## src/lmbs_defs.svh

```systemverilog
// Purpose: constants of the local memory bus sequencer
// Assumes: sys_clk stands for the oscillator input; one memory cycle = 16 clocks
// Notes: phases count sixteenths of a memory cycle
`ifndef LMBS_DEFS_SVH
`define LMBS_DEFS_SVH
`define LMBS_ADDR_W        21
`define LMBS_LAST_PHASE    4'h000F
`define LMBS_ROW_END       4'h0005
`define LMBS_COL_END       4'h0008
`define LMBS_REF_ROW_START 4'h0001
`define LMBS_REF_ROW_END   4'h0006
`define LMBS_DATA_START    4'h0008
`define LMBS_CLKB_LAG      4'h0002
`define LMBS_EXT_LSB       16
`define LMBS_CHAP_ROM_HI   5'h001F
`define LMBS_CHAP_ROM_LO   5'h0000
`endif

```

## src/lmbs_pkg.sv

```systemverilog
// Purpose: types of the local memory bus sequencer
// Assumes: nothing
// Notes: whole module state is one packed struct
package lmbs_pkg;
  typedef enum logic [1:0] {LMBS_IDLE, LMBS_ACCESS, LMBS_REFRESH} lmbs_state_t;

  typedef struct packed {
    lmbs_state_t state;
    logic [3:0]  phase;
    logic [20:0] addr;
    logic        write;
    logic        wrParH;
    logic        wrParL;
    logic        codeInRam;
    logic        reqReady;
    logic        rdValid;
    logic        rdParH;
    logic        rdParL;
    logic        clkA;
    logic        clkB;
    logic        parHOut;
    logic        parHOe;
    logic        parLOut;
    logic        parLOe;
    logic        bufEnN;
    logic        bufDir;
    logic        romOeN;
    logic        colN;
    logic        rowN;
    logic        refAct;
  } lmbs_st_t;
endpackage : lmbs_pkg

```

## src/lmbs_sequencer.sv

```systemverilog
// Purpose: local memory bus cycle sequencer and bus clock generator
// Assumes: srst synchronous active high; clkEn low freezes everything
// Notes: a request is taken only at the last phase of a cycle
`include "lmbs_defs.svh"

module lmbs_sequencer (
  // clock, reset, enable
  input  wire logic        sys_clk,
  input  wire logic        srst,
  input  wire logic        clkEn,
  // strap
  input  wire logic        bootstrap_input,
  // cycle request
  input  wire logic        reqValid,
  input  wire logic [20:0] reqAddr,
  input  wire logic        reqWrite,
  input  wire logic        reqRefresh,
  input  wire logic        reqParityHigh,
  input  wire logic        reqParityLow,
  output logic             reqReady,
  // read parity return
  output logic             rdValid,
  output logic             rdParityHigh,
  output logic             rdParityLow,
  // bus clocks
  output logic             local_bus_clock_a,
  output logic             local_bus_clock_b,
  // extended address / parity pins
  input  wire logic        ext_addr_parity_high_in,
  output logic             ext_addr_parity_high_out,
  output logic             ext_addr_parity_high_oe,
  input  wire logic        ext_addr_parity_low_in,
  output logic             ext_addr_parity_low_out,
  output logic             ext_addr_parity_low_oe,
  // buffer and memory strobes
  output logic             buffer_output_enable_n,
  output logic             buffer_direction,
  output logic             address_rom_output_enable_n,
  output logic             column_strobe_n,
  output logic             row_strobe_n,
  output logic             refresh_active,
  output logic             codeInRam
);
  import lmbs_pkg::*;

  lmbs_st_t st_ff;
  lmbs_st_t nxt_st;
  logic     biaHit;
  logic     epromHit;
  logic     nBia;
  logic     nEprom;
  logic [3:0] lagPhase;

  // address range decode on the registered cycle
  assign biaHit   = (st_ff.addr[20:4] == 17'h0_0000);
  assign epromHit = !st_ff.codeInRam && !biaHit &&
                    ((st_ff.addr[20:16] == `LMBS_CHAP_ROM_LO) ||
                     (st_ff.addr[20:16] == `LMBS_CHAP_ROM_HI));

  always_comb begin
    nxt_st   = st_ff;
    nBia     = 1'b0;
    nEprom   = 1'b0;
    lagPhase = 4'h0000;
    if (srst) begin
      nxt_st           = '0;
      nxt_st.state     = LMBS_IDLE;
      nxt_st.phase     = `LMBS_LAST_PHASE;
      nxt_st.codeInRam = bootstrap_input;
      nxt_st.reqReady  = 1'b1;
      nxt_st.clkA      = 1'b0;
      nxt_st.clkB      = 1'b1;
      nxt_st.bufEnN    = 1'b1;
      nxt_st.romOeN    = 1'b1;
      nxt_st.colN      = 1'b1;
      nxt_st.rowN      = 1'b1;
    end else if (clkEn) begin
      nxt_st.phase   = st_ff.phase + 4'h0001;
      nxt_st.rdValid = 1'b0;
      if (st_ff.phase == `LMBS_LAST_PHASE) begin
        // read parity is sampled as the data phase closes
        if (st_ff.state == LMBS_ACCESS && !st_ff.write) begin
          nxt_st.rdValid = 1'b1;
          nxt_st.rdParH  = ext_addr_parity_high_in;
          nxt_st.rdParL  = ext_addr_parity_low_in;
        end
        nxt_st.state = LMBS_IDLE;
        if (reqValid) begin
          nxt_st.state  = reqRefresh ? LMBS_REFRESH : LMBS_ACCESS;
          nxt_st.addr   = reqAddr;
          nxt_st.write  = reqWrite && !reqRefresh;
          nxt_st.wrParH = reqParityHigh;
          nxt_st.wrParL = reqParityLow;
        end
      end
      nxt_st.reqReady = (nxt_st.phase == `LMBS_LAST_PHASE);

      // divide by eight, second clock two sixteenths behind
      lagPhase    = nxt_st.phase - `LMBS_CLKB_LAG;
      nxt_st.clkA = !nxt_st.phase[2];
      nxt_st.clkB = !lagPhase[2];

      nBia   = (nxt_st.addr[20:4] == 17'h0_0000);
      nEprom = !nxt_st.codeInRam && !nBia &&
               ((nxt_st.addr[20:16] == `LMBS_CHAP_ROM_LO) ||
                (nxt_st.addr[20:16] == `LMBS_CHAP_ROM_HI));

      nxt_st.parHOe = 1'b0;
      nxt_st.parLOe = 1'b0;
      nxt_st.bufEnN = 1'b1;
      nxt_st.romOeN = 1'b1;
      nxt_st.colN   = 1'b1;
      nxt_st.rowN   = 1'b1;
      nxt_st.refAct = (nxt_st.state == LMBS_REFRESH);
      case (nxt_st.state)
        LMBS_ACCESS: begin
          case (nxt_st.phase[3:2])
            2'h0: begin
              nxt_st.parHOut = nxt_st.addr[`LMBS_EXT_LSB + 1];
              nxt_st.parLOut = nxt_st.addr[`LMBS_EXT_LSB + 3];
            end
            2'h1: begin
              nxt_st.parHOut = nxt_st.addr[`LMBS_EXT_LSB];
              nxt_st.parLOut = nxt_st.addr[`LMBS_EXT_LSB + 2];
            end
            default: begin
              nxt_st.parHOut = nxt_st.wrParH;
              nxt_st.parLOut = nxt_st.wrParL;
            end
          endcase
          nxt_st.parHOe = !nxt_st.phase[3] || nxt_st.write;
          nxt_st.parLOe = !nxt_st.phase[3] || nxt_st.write;
          nxt_st.bufDir = nxt_st.write;
          nxt_st.bufEnN = !(nxt_st.phase >= `LMBS_DATA_START);
          nxt_st.romOeN = !(nBia && !nxt_st.write);
          nxt_st.rowN   = !(nxt_st.phase < `LMBS_ROW_END);
          nxt_st.colN   = !((nxt_st.phase >= `LMBS_ROW_END) &&
                            (nxt_st.phase < `LMBS_COL_END) &&
                            !nBia && !nEprom);
        end
        LMBS_REFRESH: begin
          // column strobe falls one sixteenth before the row strobe
          nxt_st.colN = !(nxt_st.phase < `LMBS_COL_END);
          nxt_st.rowN = !((nxt_st.phase >= `LMBS_REF_ROW_START) &&
                          (nxt_st.phase < `LMBS_REF_ROW_END));
        end
        default: begin
          nxt_st.parHOut = 1'b0;
          nxt_st.parLOut = 1'b0;
        end
      endcase
    end
  end

  always_ff @(posedge sys_clk) begin
    st_ff <= nxt_st;
  end

  assign reqReady                    = st_ff.reqReady;
  assign rdValid                     = st_ff.rdValid;
  assign rdParityHigh                = st_ff.rdParH;
  assign rdParityLow                 = st_ff.rdParL;
  assign local_bus_clock_a           = st_ff.clkA;
  assign local_bus_clock_b           = st_ff.clkB;
  assign ext_addr_parity_high_out    = st_ff.parHOut;
  assign ext_addr_parity_high_oe     = st_ff.parHOe;
  assign ext_addr_parity_low_out     = st_ff.parLOut;
  assign ext_addr_parity_low_oe      = st_ff.parLOe;
  assign buffer_output_enable_n      = st_ff.bufEnN;
  assign buffer_direction            = st_ff.bufDir;
  assign address_rom_output_enable_n = st_ff.romOeN;
  assign column_strobe_n             = st_ff.colN;
  assign row_strobe_n                = st_ff.rowN;
  assign refresh_active              = st_ff.refAct;
  assign codeInRam                   = st_ff.codeInRam;

  AST_HIGH_PIN: assert property (@(posedge sys_clk) disable iff (srst)
    (st_ff.state == LMBS_ACCESS && !st_ff.phase[3]) |->
      ext_addr_parity_high_oe && ext_addr_parity_high_out ==
      (st_ff.phase[2] ? st_ff.addr[16] : st_ff.addr[17]))
    else $error("high pin carries wrong extended bit");
  AST_LOW_PIN: assert property (@(posedge sys_clk) disable iff (srst)
    (st_ff.state == LMBS_ACCESS && st_ff.phase[3] && st_ff.write) |->
      ext_addr_parity_low_oe && ext_addr_parity_low_out == st_ff.wrParL)
    else $error("low pin lacks write parity");
  AST_CLK_LAG: assert property (@(posedge sys_clk) disable iff (srst)
    (clkEn && $past(clkEn) && $past(clkEn, 2) && !$past(srst, 2)) |=>
      local_bus_clock_b == $past(local_bus_clock_a, 2))
    else $error("second bus clock not a quarter behind");
  AST_CLK_DIV: assert property (@(posedge sys_clk) disable iff (srst)
    (clkEn && $rose(local_bus_clock_a)) |-> ##1 (clkEn [*7]) |=>
      $rose(local_bus_clock_a))
    else $error("bus clock period not eight clocks");
  AST_BUF_EN: assert property (@(posedge sys_clk) disable iff (srst)
    !buffer_output_enable_n |->
      st_ff.state == LMBS_ACCESS && st_ff.phase >= `LMBS_DATA_START)
    else $error("buffer enabled outside data phase");
  AST_DIR_FIRST: assert property (@(posedge sys_clk) disable iff (srst)
    $fell(buffer_output_enable_n) |->
      $stable(buffer_direction) && buffer_direction == st_ff.write)
    else $error("direction changed with buffer enable");
  AST_ROM_OE: assert property (@(posedge sys_clk) disable iff (srst)
    st_ff.state == LMBS_ACCESS |->
      address_rom_output_enable_n == !(biaHit && !st_ff.write))
    else $error("address rom enable wrong");
  AST_COL_WINDOW: assert property (@(posedge sys_clk) disable iff (srst)
    (st_ff.state == LMBS_ACCESS && !biaHit && !epromHit &&
     st_ff.phase == `LMBS_ROW_END) |-> !column_strobe_n && row_strobe_n)
    else $error("column strobe missing after row portion");
  AST_COL_BIA: assert property (@(posedge sys_clk) disable iff (srst)
    (st_ff.state == LMBS_ACCESS && biaHit) |-> column_strobe_n)
    else $error("column strobe in address rom range");
  AST_COL_EPROM: assert property (@(posedge sys_clk) disable iff (srst)
    (st_ff.state == LMBS_ACCESS && epromHit) |-> column_strobe_n)
    else $error("column strobe in eprom map");
  AST_REF_ORDER: assert property (@(posedge sys_clk) disable iff (srst)
    (st_ff.state == LMBS_REFRESH && st_ff.phase == 4'h0000) |->
      !column_strobe_n && row_strobe_n)
    else $error("refresh column strobe not ahead of row");
  AST_ROW: assert property (@(posedge sys_clk) disable iff (srst)
    st_ff.state == LMBS_ACCESS |-> row_strobe_n == !(st_ff.phase < `LMBS_ROW_END))
    else $error("row strobe window wrong");
  AST_REFRESH: assert property (@(posedge sys_clk) disable iff (srst)
    refresh_active == (st_ff.state == LMBS_REFRESH))
    else $error("refresh active wrong");
endmodule : lmbs_sequencer

```

## config.mk

```make
export PLATFORM = sky130hd
export DESIGN_NAME = lmbs_sequencer
export DESIGN_NICKNAME = d
export VERILOG_FILES = /design/src/lmbs_pkg.sv /design/src/lmbs_sequencer.sv
export VERILOG_INCLUDE_DIRS = /design/src
export SDC_FILE = /design/constraint.sdc
export NUM_CORES = 1
export LEC_CHECK = 0
export ABC_AREA = 1
export BUFFER_PORTS_ARGS = -buffer_cell sky130_fd_sc_hd__buf_2
export CELL_PAD_IN_SITES_DETAIL_PLACEMENT = 0
export CELL_PAD_IN_SITES_GLOBAL_PLACEMENT = 1
export CORE_MARGIN = 2
export CORE_UTILIZATION = 40
export DETAILED_ROUTE_END_ITERATION = 12
export PLACE_DENSITY = 0.91
export SLEW_MARGIN = 25
export SYNTH_ARGS = -nofsm -noshare
export SYNTH_HDL_FRONTEND = slang
export SYNTH_SLANG_ARGS = --single-unit
```

## constraint.sdc

```tcl
create_clock -name sys_clk -period 5.6 [get_ports sys_clk]
set_clock_uncertainty 0.1 [all_clocks]
set_input_delay 0.28 -clock sys_clk [delete_from_list [all_inputs] [get_ports sys_clk]]
set_output_delay 0.28 -clock sys_clk [all_outputs]
set_load 0.005 [all_outputs]
```

Word level (Yosys, flattened, before mapping)
Index checks and enable logic that the tools add are counted.

Output and inout bits: 17. Flip-flop bits (word level): 43. Bits of input ports: 32. Word-level logic and storage cells: 89.

Bitwise operators: 1. Reductions and logical operators: 32. Add/subtract/negate cells: 2. Order comparisons: 6. Equal/unequal tests: 7. Mux-type cells: 18.

Operator list (count): 24-bit 2-to-1 mux (4); 17-bit zero test (1); 1-bit zero test (15); 2-bit 2-to-1 mux (5); 1-bit logical AND (9); 4-bit == test (second input constant) (2); 4-bit by 3-bit less-than comparator with 1-bit output (second input constant) (2); 1-bit one-hot mux with 2 select lines (4); 2-bit by 1-bit == test with 1-bit output (second input constant) (3); 3-bit 2-to-1 mux (2); 5-bit == test (second input constant) (1); 5-bit zero test (1); 4-bit by 1-bit adder with 4-bit output (second input constant) (1); 4-bit by 1-bit >= comparator with 1-bit output (second input constant) (1); 4-bit by 3-bit >= comparator with 1-bit output (second input constant) (1); 4-bit >= comparator (second input constant) (1); 4-bit less-than comparator (second input constant) (1); 4-bit 2-to-1 mux (1); 2-bit one-hot mux with 2 select lines (1); 2-bit AND reduction (2); 3-bit AND reduction (1); 3-bit by 2-bit subtractor with 3-bit output (second input constant) (1); 2-bit == test (second input constant) (1); 2-bit zero test (1); other kinds (3) (4).

Depth between registers and ports, before layout
Word-level depth: 14. Depth in mapped cells: 13. Gate-level depth less buffers: 13.

Least setup slack after synthesis
Ideal clock, no wire load.

Path kind: flip-flop to flip-flop. From: register st_ff[41] (netlist name). To: register st_ff, in the netlist row_strobe_n. Cell stages (with the launch flop): 10. Library setup time: 127 ps. Setup slack: 3329 ps. Data required time: 5373 ps. Period minus slack after synthesis: 2271 ps. Path buffers: 0. Data arrival time: 2043 ps. Cell sequence: dfxtp_1 > ha_1 > nand2_2 > nor2_4 > nand2_4 > o21ai_0 > ha_1 > o21ai_0 > nand2_1 > or3b_1.

Word-level cells in the longest chain between the ends: 6. Elaborated cells on any way between the ends: 14. Those cells by class: add/sub (1); order compare (3); eq/ne (3); mux (4); reduce/logical (3).

RTL lines: start, declared (line lmbs_sequencer.sv:46) `lmbs_st_t st_ff;`; start signal, assigned (line lmbs_sequencer.sv:156) `st_ff <= nxt_st;`; parallel branches: the longest is 5 deep, another holds 4-bit by 1-bit adder with 4-bit output; 2-bit one-hot mux with 2 select lines (*) (line lmbs_sequencer.sv:115) `case (nxt_st.state)`.

Mark *: on every way between the ends. The select of a mux whose other input is x is not followed. A chain may end at the register's enable or synchronous reset.

Final worst setup path
Ends and elaborated chain as after synthesis.

==> impl_metrics.csv <==
group,metric,value,unit
status,status,"completed",
logic_synthesis,yosysWarnings,0,
logic_synthesis,netlist.area_leader.share,34.5,%
drt,drcViolationCount,0,
timing,rsz0062_at_grt,"no",
critical_path,worstPathRequired,5.68,ns
final_layout,diodes,0,
timing,fin_crit,2.80,ns
drt,postRouteAntennaNets,0,
power,p_seq_share,45.2,%
logic_synthesis,synthTopCellsByArea,"dfxtp_1, nand2_1, inv_1",
timing,setup_violations,0,
logic_synthesis,syn_inst,377,
critical_path,slowest_stage,"dfxtp_1",
final_layout,area.growth.synth_to_final,14.5,%
power,switching_power,227,uW
timing,holdWs,0.0732,ns
logic_synthesis,synth_top_family_by_area,"simple AND/OR/NAND/NOR gates",
timing,slew_headroom,61.0,%
clock_network,post_cts_resized,0,
power,max-vdd-ir-drop,163,uV
final_layout,fin_cells,489,
timing,period_share,50.1,%
grt,antenna_found_initial,0,
floorplan,ioPinCount,49,
timing,fmax,357,MHz
drt,drtIter0Drc,110,
logic_synthesis,post_synth_most_frequent_cells,"nand2_1, inv_1, nor2_1",
power,leakagePower,0.00150,uW
grt,grt_pass1_wl,9200,um
drt,wirelength,5420,um
final_layout,nNetsFinal,450,
critical_path,setup.worst_path.start_class,"register",
logic_synthesis,synth_edf_count,1,
clock_network,ctsHtreeMaxLevel,2,
drt,firstDrtPassIters,4,
clock_network,clockRootBuffer,"clkbuf_8",
logic_synthesis,yosysMostFrequentCell,"nand2_1",
logic_synthesis,syn_avg_cell_area,6.30,sq um
clock_network,cts_buffers,5,
logic_synthesis,ys_types,31,
min_path,hp-class,"in -> reg",
power,power.density,272,nW/um^2
power,p_total,741,uW
logic_synthesis,synth_top_cell_by_area,"dfxtp_1",
logic_synthesis,synth_area,2380,sq um
place,io_buffers,44,
drt,wl_per_cell,11.1,um
final_layout,fin_area,2720,sq um
place,postPlaceCellArea,2610,sq um
logic_synthesis,synthAdderAreaFrac,2.63,%
floorplan,die_area,6570,sq um
logic_synthesis,synth_compound_area_share,15.6,%
grt,grt_max_degree,30,
final_layout,drive_gt1_share,15.7,%
place,dp_hpwl,3780,um
critical_path,critPathArrivalTime,2.88,ns
timing,maxSlewViolCount,0,
clock_network,clk_pin_slew_worst_paths,0.08,ns
place,dp_cells,481,
logic_synthesis,ys_async_sr_fraction,0,%
floorplan,coreArea,5820,sq um
drt,via_per_inst,4.71,
power,power_frac_comb,22.7,%
drt,vias,2301,
clock_network,cts_tree,"yes",
timing,setup_tns,0,ns
power,switching_share,30.6,%
critical_path,worstPathMaxFanout,15,
critical_path,crit_chain,"ha_1, nand2_2, nor2_4, nand2_4, o21ai_0, inv_1, ha_1, nand2_1, inv_1, o21ai_0, or3b_1",
logic_synthesis,syn_nets,414,
floorplan,rows,28,
logic_synthesis,synth_simple_gate_area_share,33.8,%
logic_synthesis,yosys_most_used_dff,"dfxtp_1",
power,power_frac_clock,32.0,%
critical_path,critPathTopFamily,"simple AND/OR/NAND/NOR gates",
clock_network,post-cts-setup-buffers,0,
critical_path,crit_buf_inv,2,
critical_path,path_class,"reg -> reg",
floorplan,start_util,40.9,%
floorplan,die-width,81.1,um
logic_synthesis,synth_xor_area_share,0,%
grt,grt_pass1_vias,2065,
grt,grt_overflow,0,
logic_synthesis,ys_seq_elements,42,
logic_synthesis,ys_seq_area_share,35.8,%
clock_network,clkSinkCount,42,
timing,hold_viol,0,
clock_network,clock_latency,0.29,ns
logic_synthesis,muxShareOfSynthArea,0,%
critical_path,worstSetupEndpointType,"register",
critical_path,max_stage_delay,0.41,ns
timing,worst_slew_pin_slew,0.585,ns
clock_network,ctsLongestPathBuffers,2,
floorplan,die-height,81.1,um
place,gp_congestion,0.810,
grt,grtUsageTotal,18.1,%
clock_network,holdBufCountCts,0,
power,intPower,514,uW
job,drv_cap,0,
## layer usage
layer / wire [um] / track usage, % / share of wire (%)
met3: 307 / 3.78 / 5.7
met4: 66 / 6.10 / 1.2
met5: 0 / 0 / 0
met2: 2460 / 30.7 / 45
met1: 2580 / 22.9 / 48
## registers in the layout, indices dropped and copies added (netlist names)
| signal | flops |
|---|---|
| column_strobe_n | 1 |
| ext_addr_parity_low_out | 1 |
| local_bus_clock_a | 1 |
| buffer_direction | 1 |
| local_bus_clock_b | 1 |
| ext_addr_parity_high_out | 1 |
| ext_addr_parity_high_oe | 1 |
| rdParityHigh | 1 |
| address_rom_output_enable_n | 1 |
| buffer_output_enable_n | 1 |
| rdValid | 1 |
| refresh_active | 1 |
| st_ff | 26 |
| rdParityLow | 1 |
| codeInRam | 1 |
| reqReady | 1 |
| row_strobe_n | 1 |
## power groups by stage
stage                     registers [uW]  clock network, uW  logic, uW
after floorplan                      340                  0        128
after global placement               341                  0        168
after detailed placement             342                  0        171
after CTS                            335                244        171
after global routing                 338                254        199
final                                335                237        168
## worst register-to-register path: stages (launching register included)
cell and delay [ns]:
dfxtp_1 0.41, ha_1 0.33, nand2_2 0.12, nor2_4 0.34
nand2_4 0.12, o21ai_0 0.33, inv_1 0.08, ha_1 0.22
nand2_1 0.12, inv_1 0.09, o21ai_0 0.07, or3b_1 0.36
## cells in the final DEF, fill, tap and decap left out, types with 3 or more instances in the layout
cell,n
a21oi_1,21
nor2_2,3
dfxtp_1,41
nand3_1,9
nor2_1,42
clkbuf_8,5
o211ai_1,6
o21ai_0,34
buf_2,44
nand2_1,126
ha_1,5
inv_1,54
## area by class of cell
cell class / instances / area (sq um)
fill: 663 / 3100
tap: 75 / 93.8
timing repair buffer: 45 / 228
clock inverter: 1 / 30.0
clock buffer: 7 / 76.3
inverter: 55 / 206
multi-input combinational: 264 / 1230
sequential: 42 / 851
## metrics by stage
stage / setup WS, ns / utilization [%]
2_1_floorplan: 3.33 / -
3_3_place_gp: 2.89 / 44.9
3_5_place_dp: 2.82 / 44.9
4_1_cts: 2.77 / 46.8
5_1_grt: 2.54 / 46.8
6_report: 2.80 / 46.8
## worst paths after layout
kind,cells past startpoint,start,slack (ns),to
max reg2reg,11,st_ff[41]$_SDFFE_PP1P_,2.80,row_strobe_n$_SDFFE_PP1P_
min reg2reg,2,reqReady$_SDFFE_PP1P_,0.37,reqReady$_SDFFE_PP1P_
max,11,st_ff[41]$_SDFFE_PP1P_,2.80,row_strobe_n$_SDFFE_PP1P_
min,1,bootstrap_input,0.07,codeInRam$_DFFE_PP_
## logic make-up (layout without fill, tap and decap cells)
logic type,count (synthesis),count (layout)
AND/OR/NAND/NOR,192,192
flip-flops,42,42
adder cells (fa/ha/maj),5,5
buffers and inverters,71,108
AO/OA/AOI/OAI,67,67
Note: power is estimated with default switching activity, not from simulation.
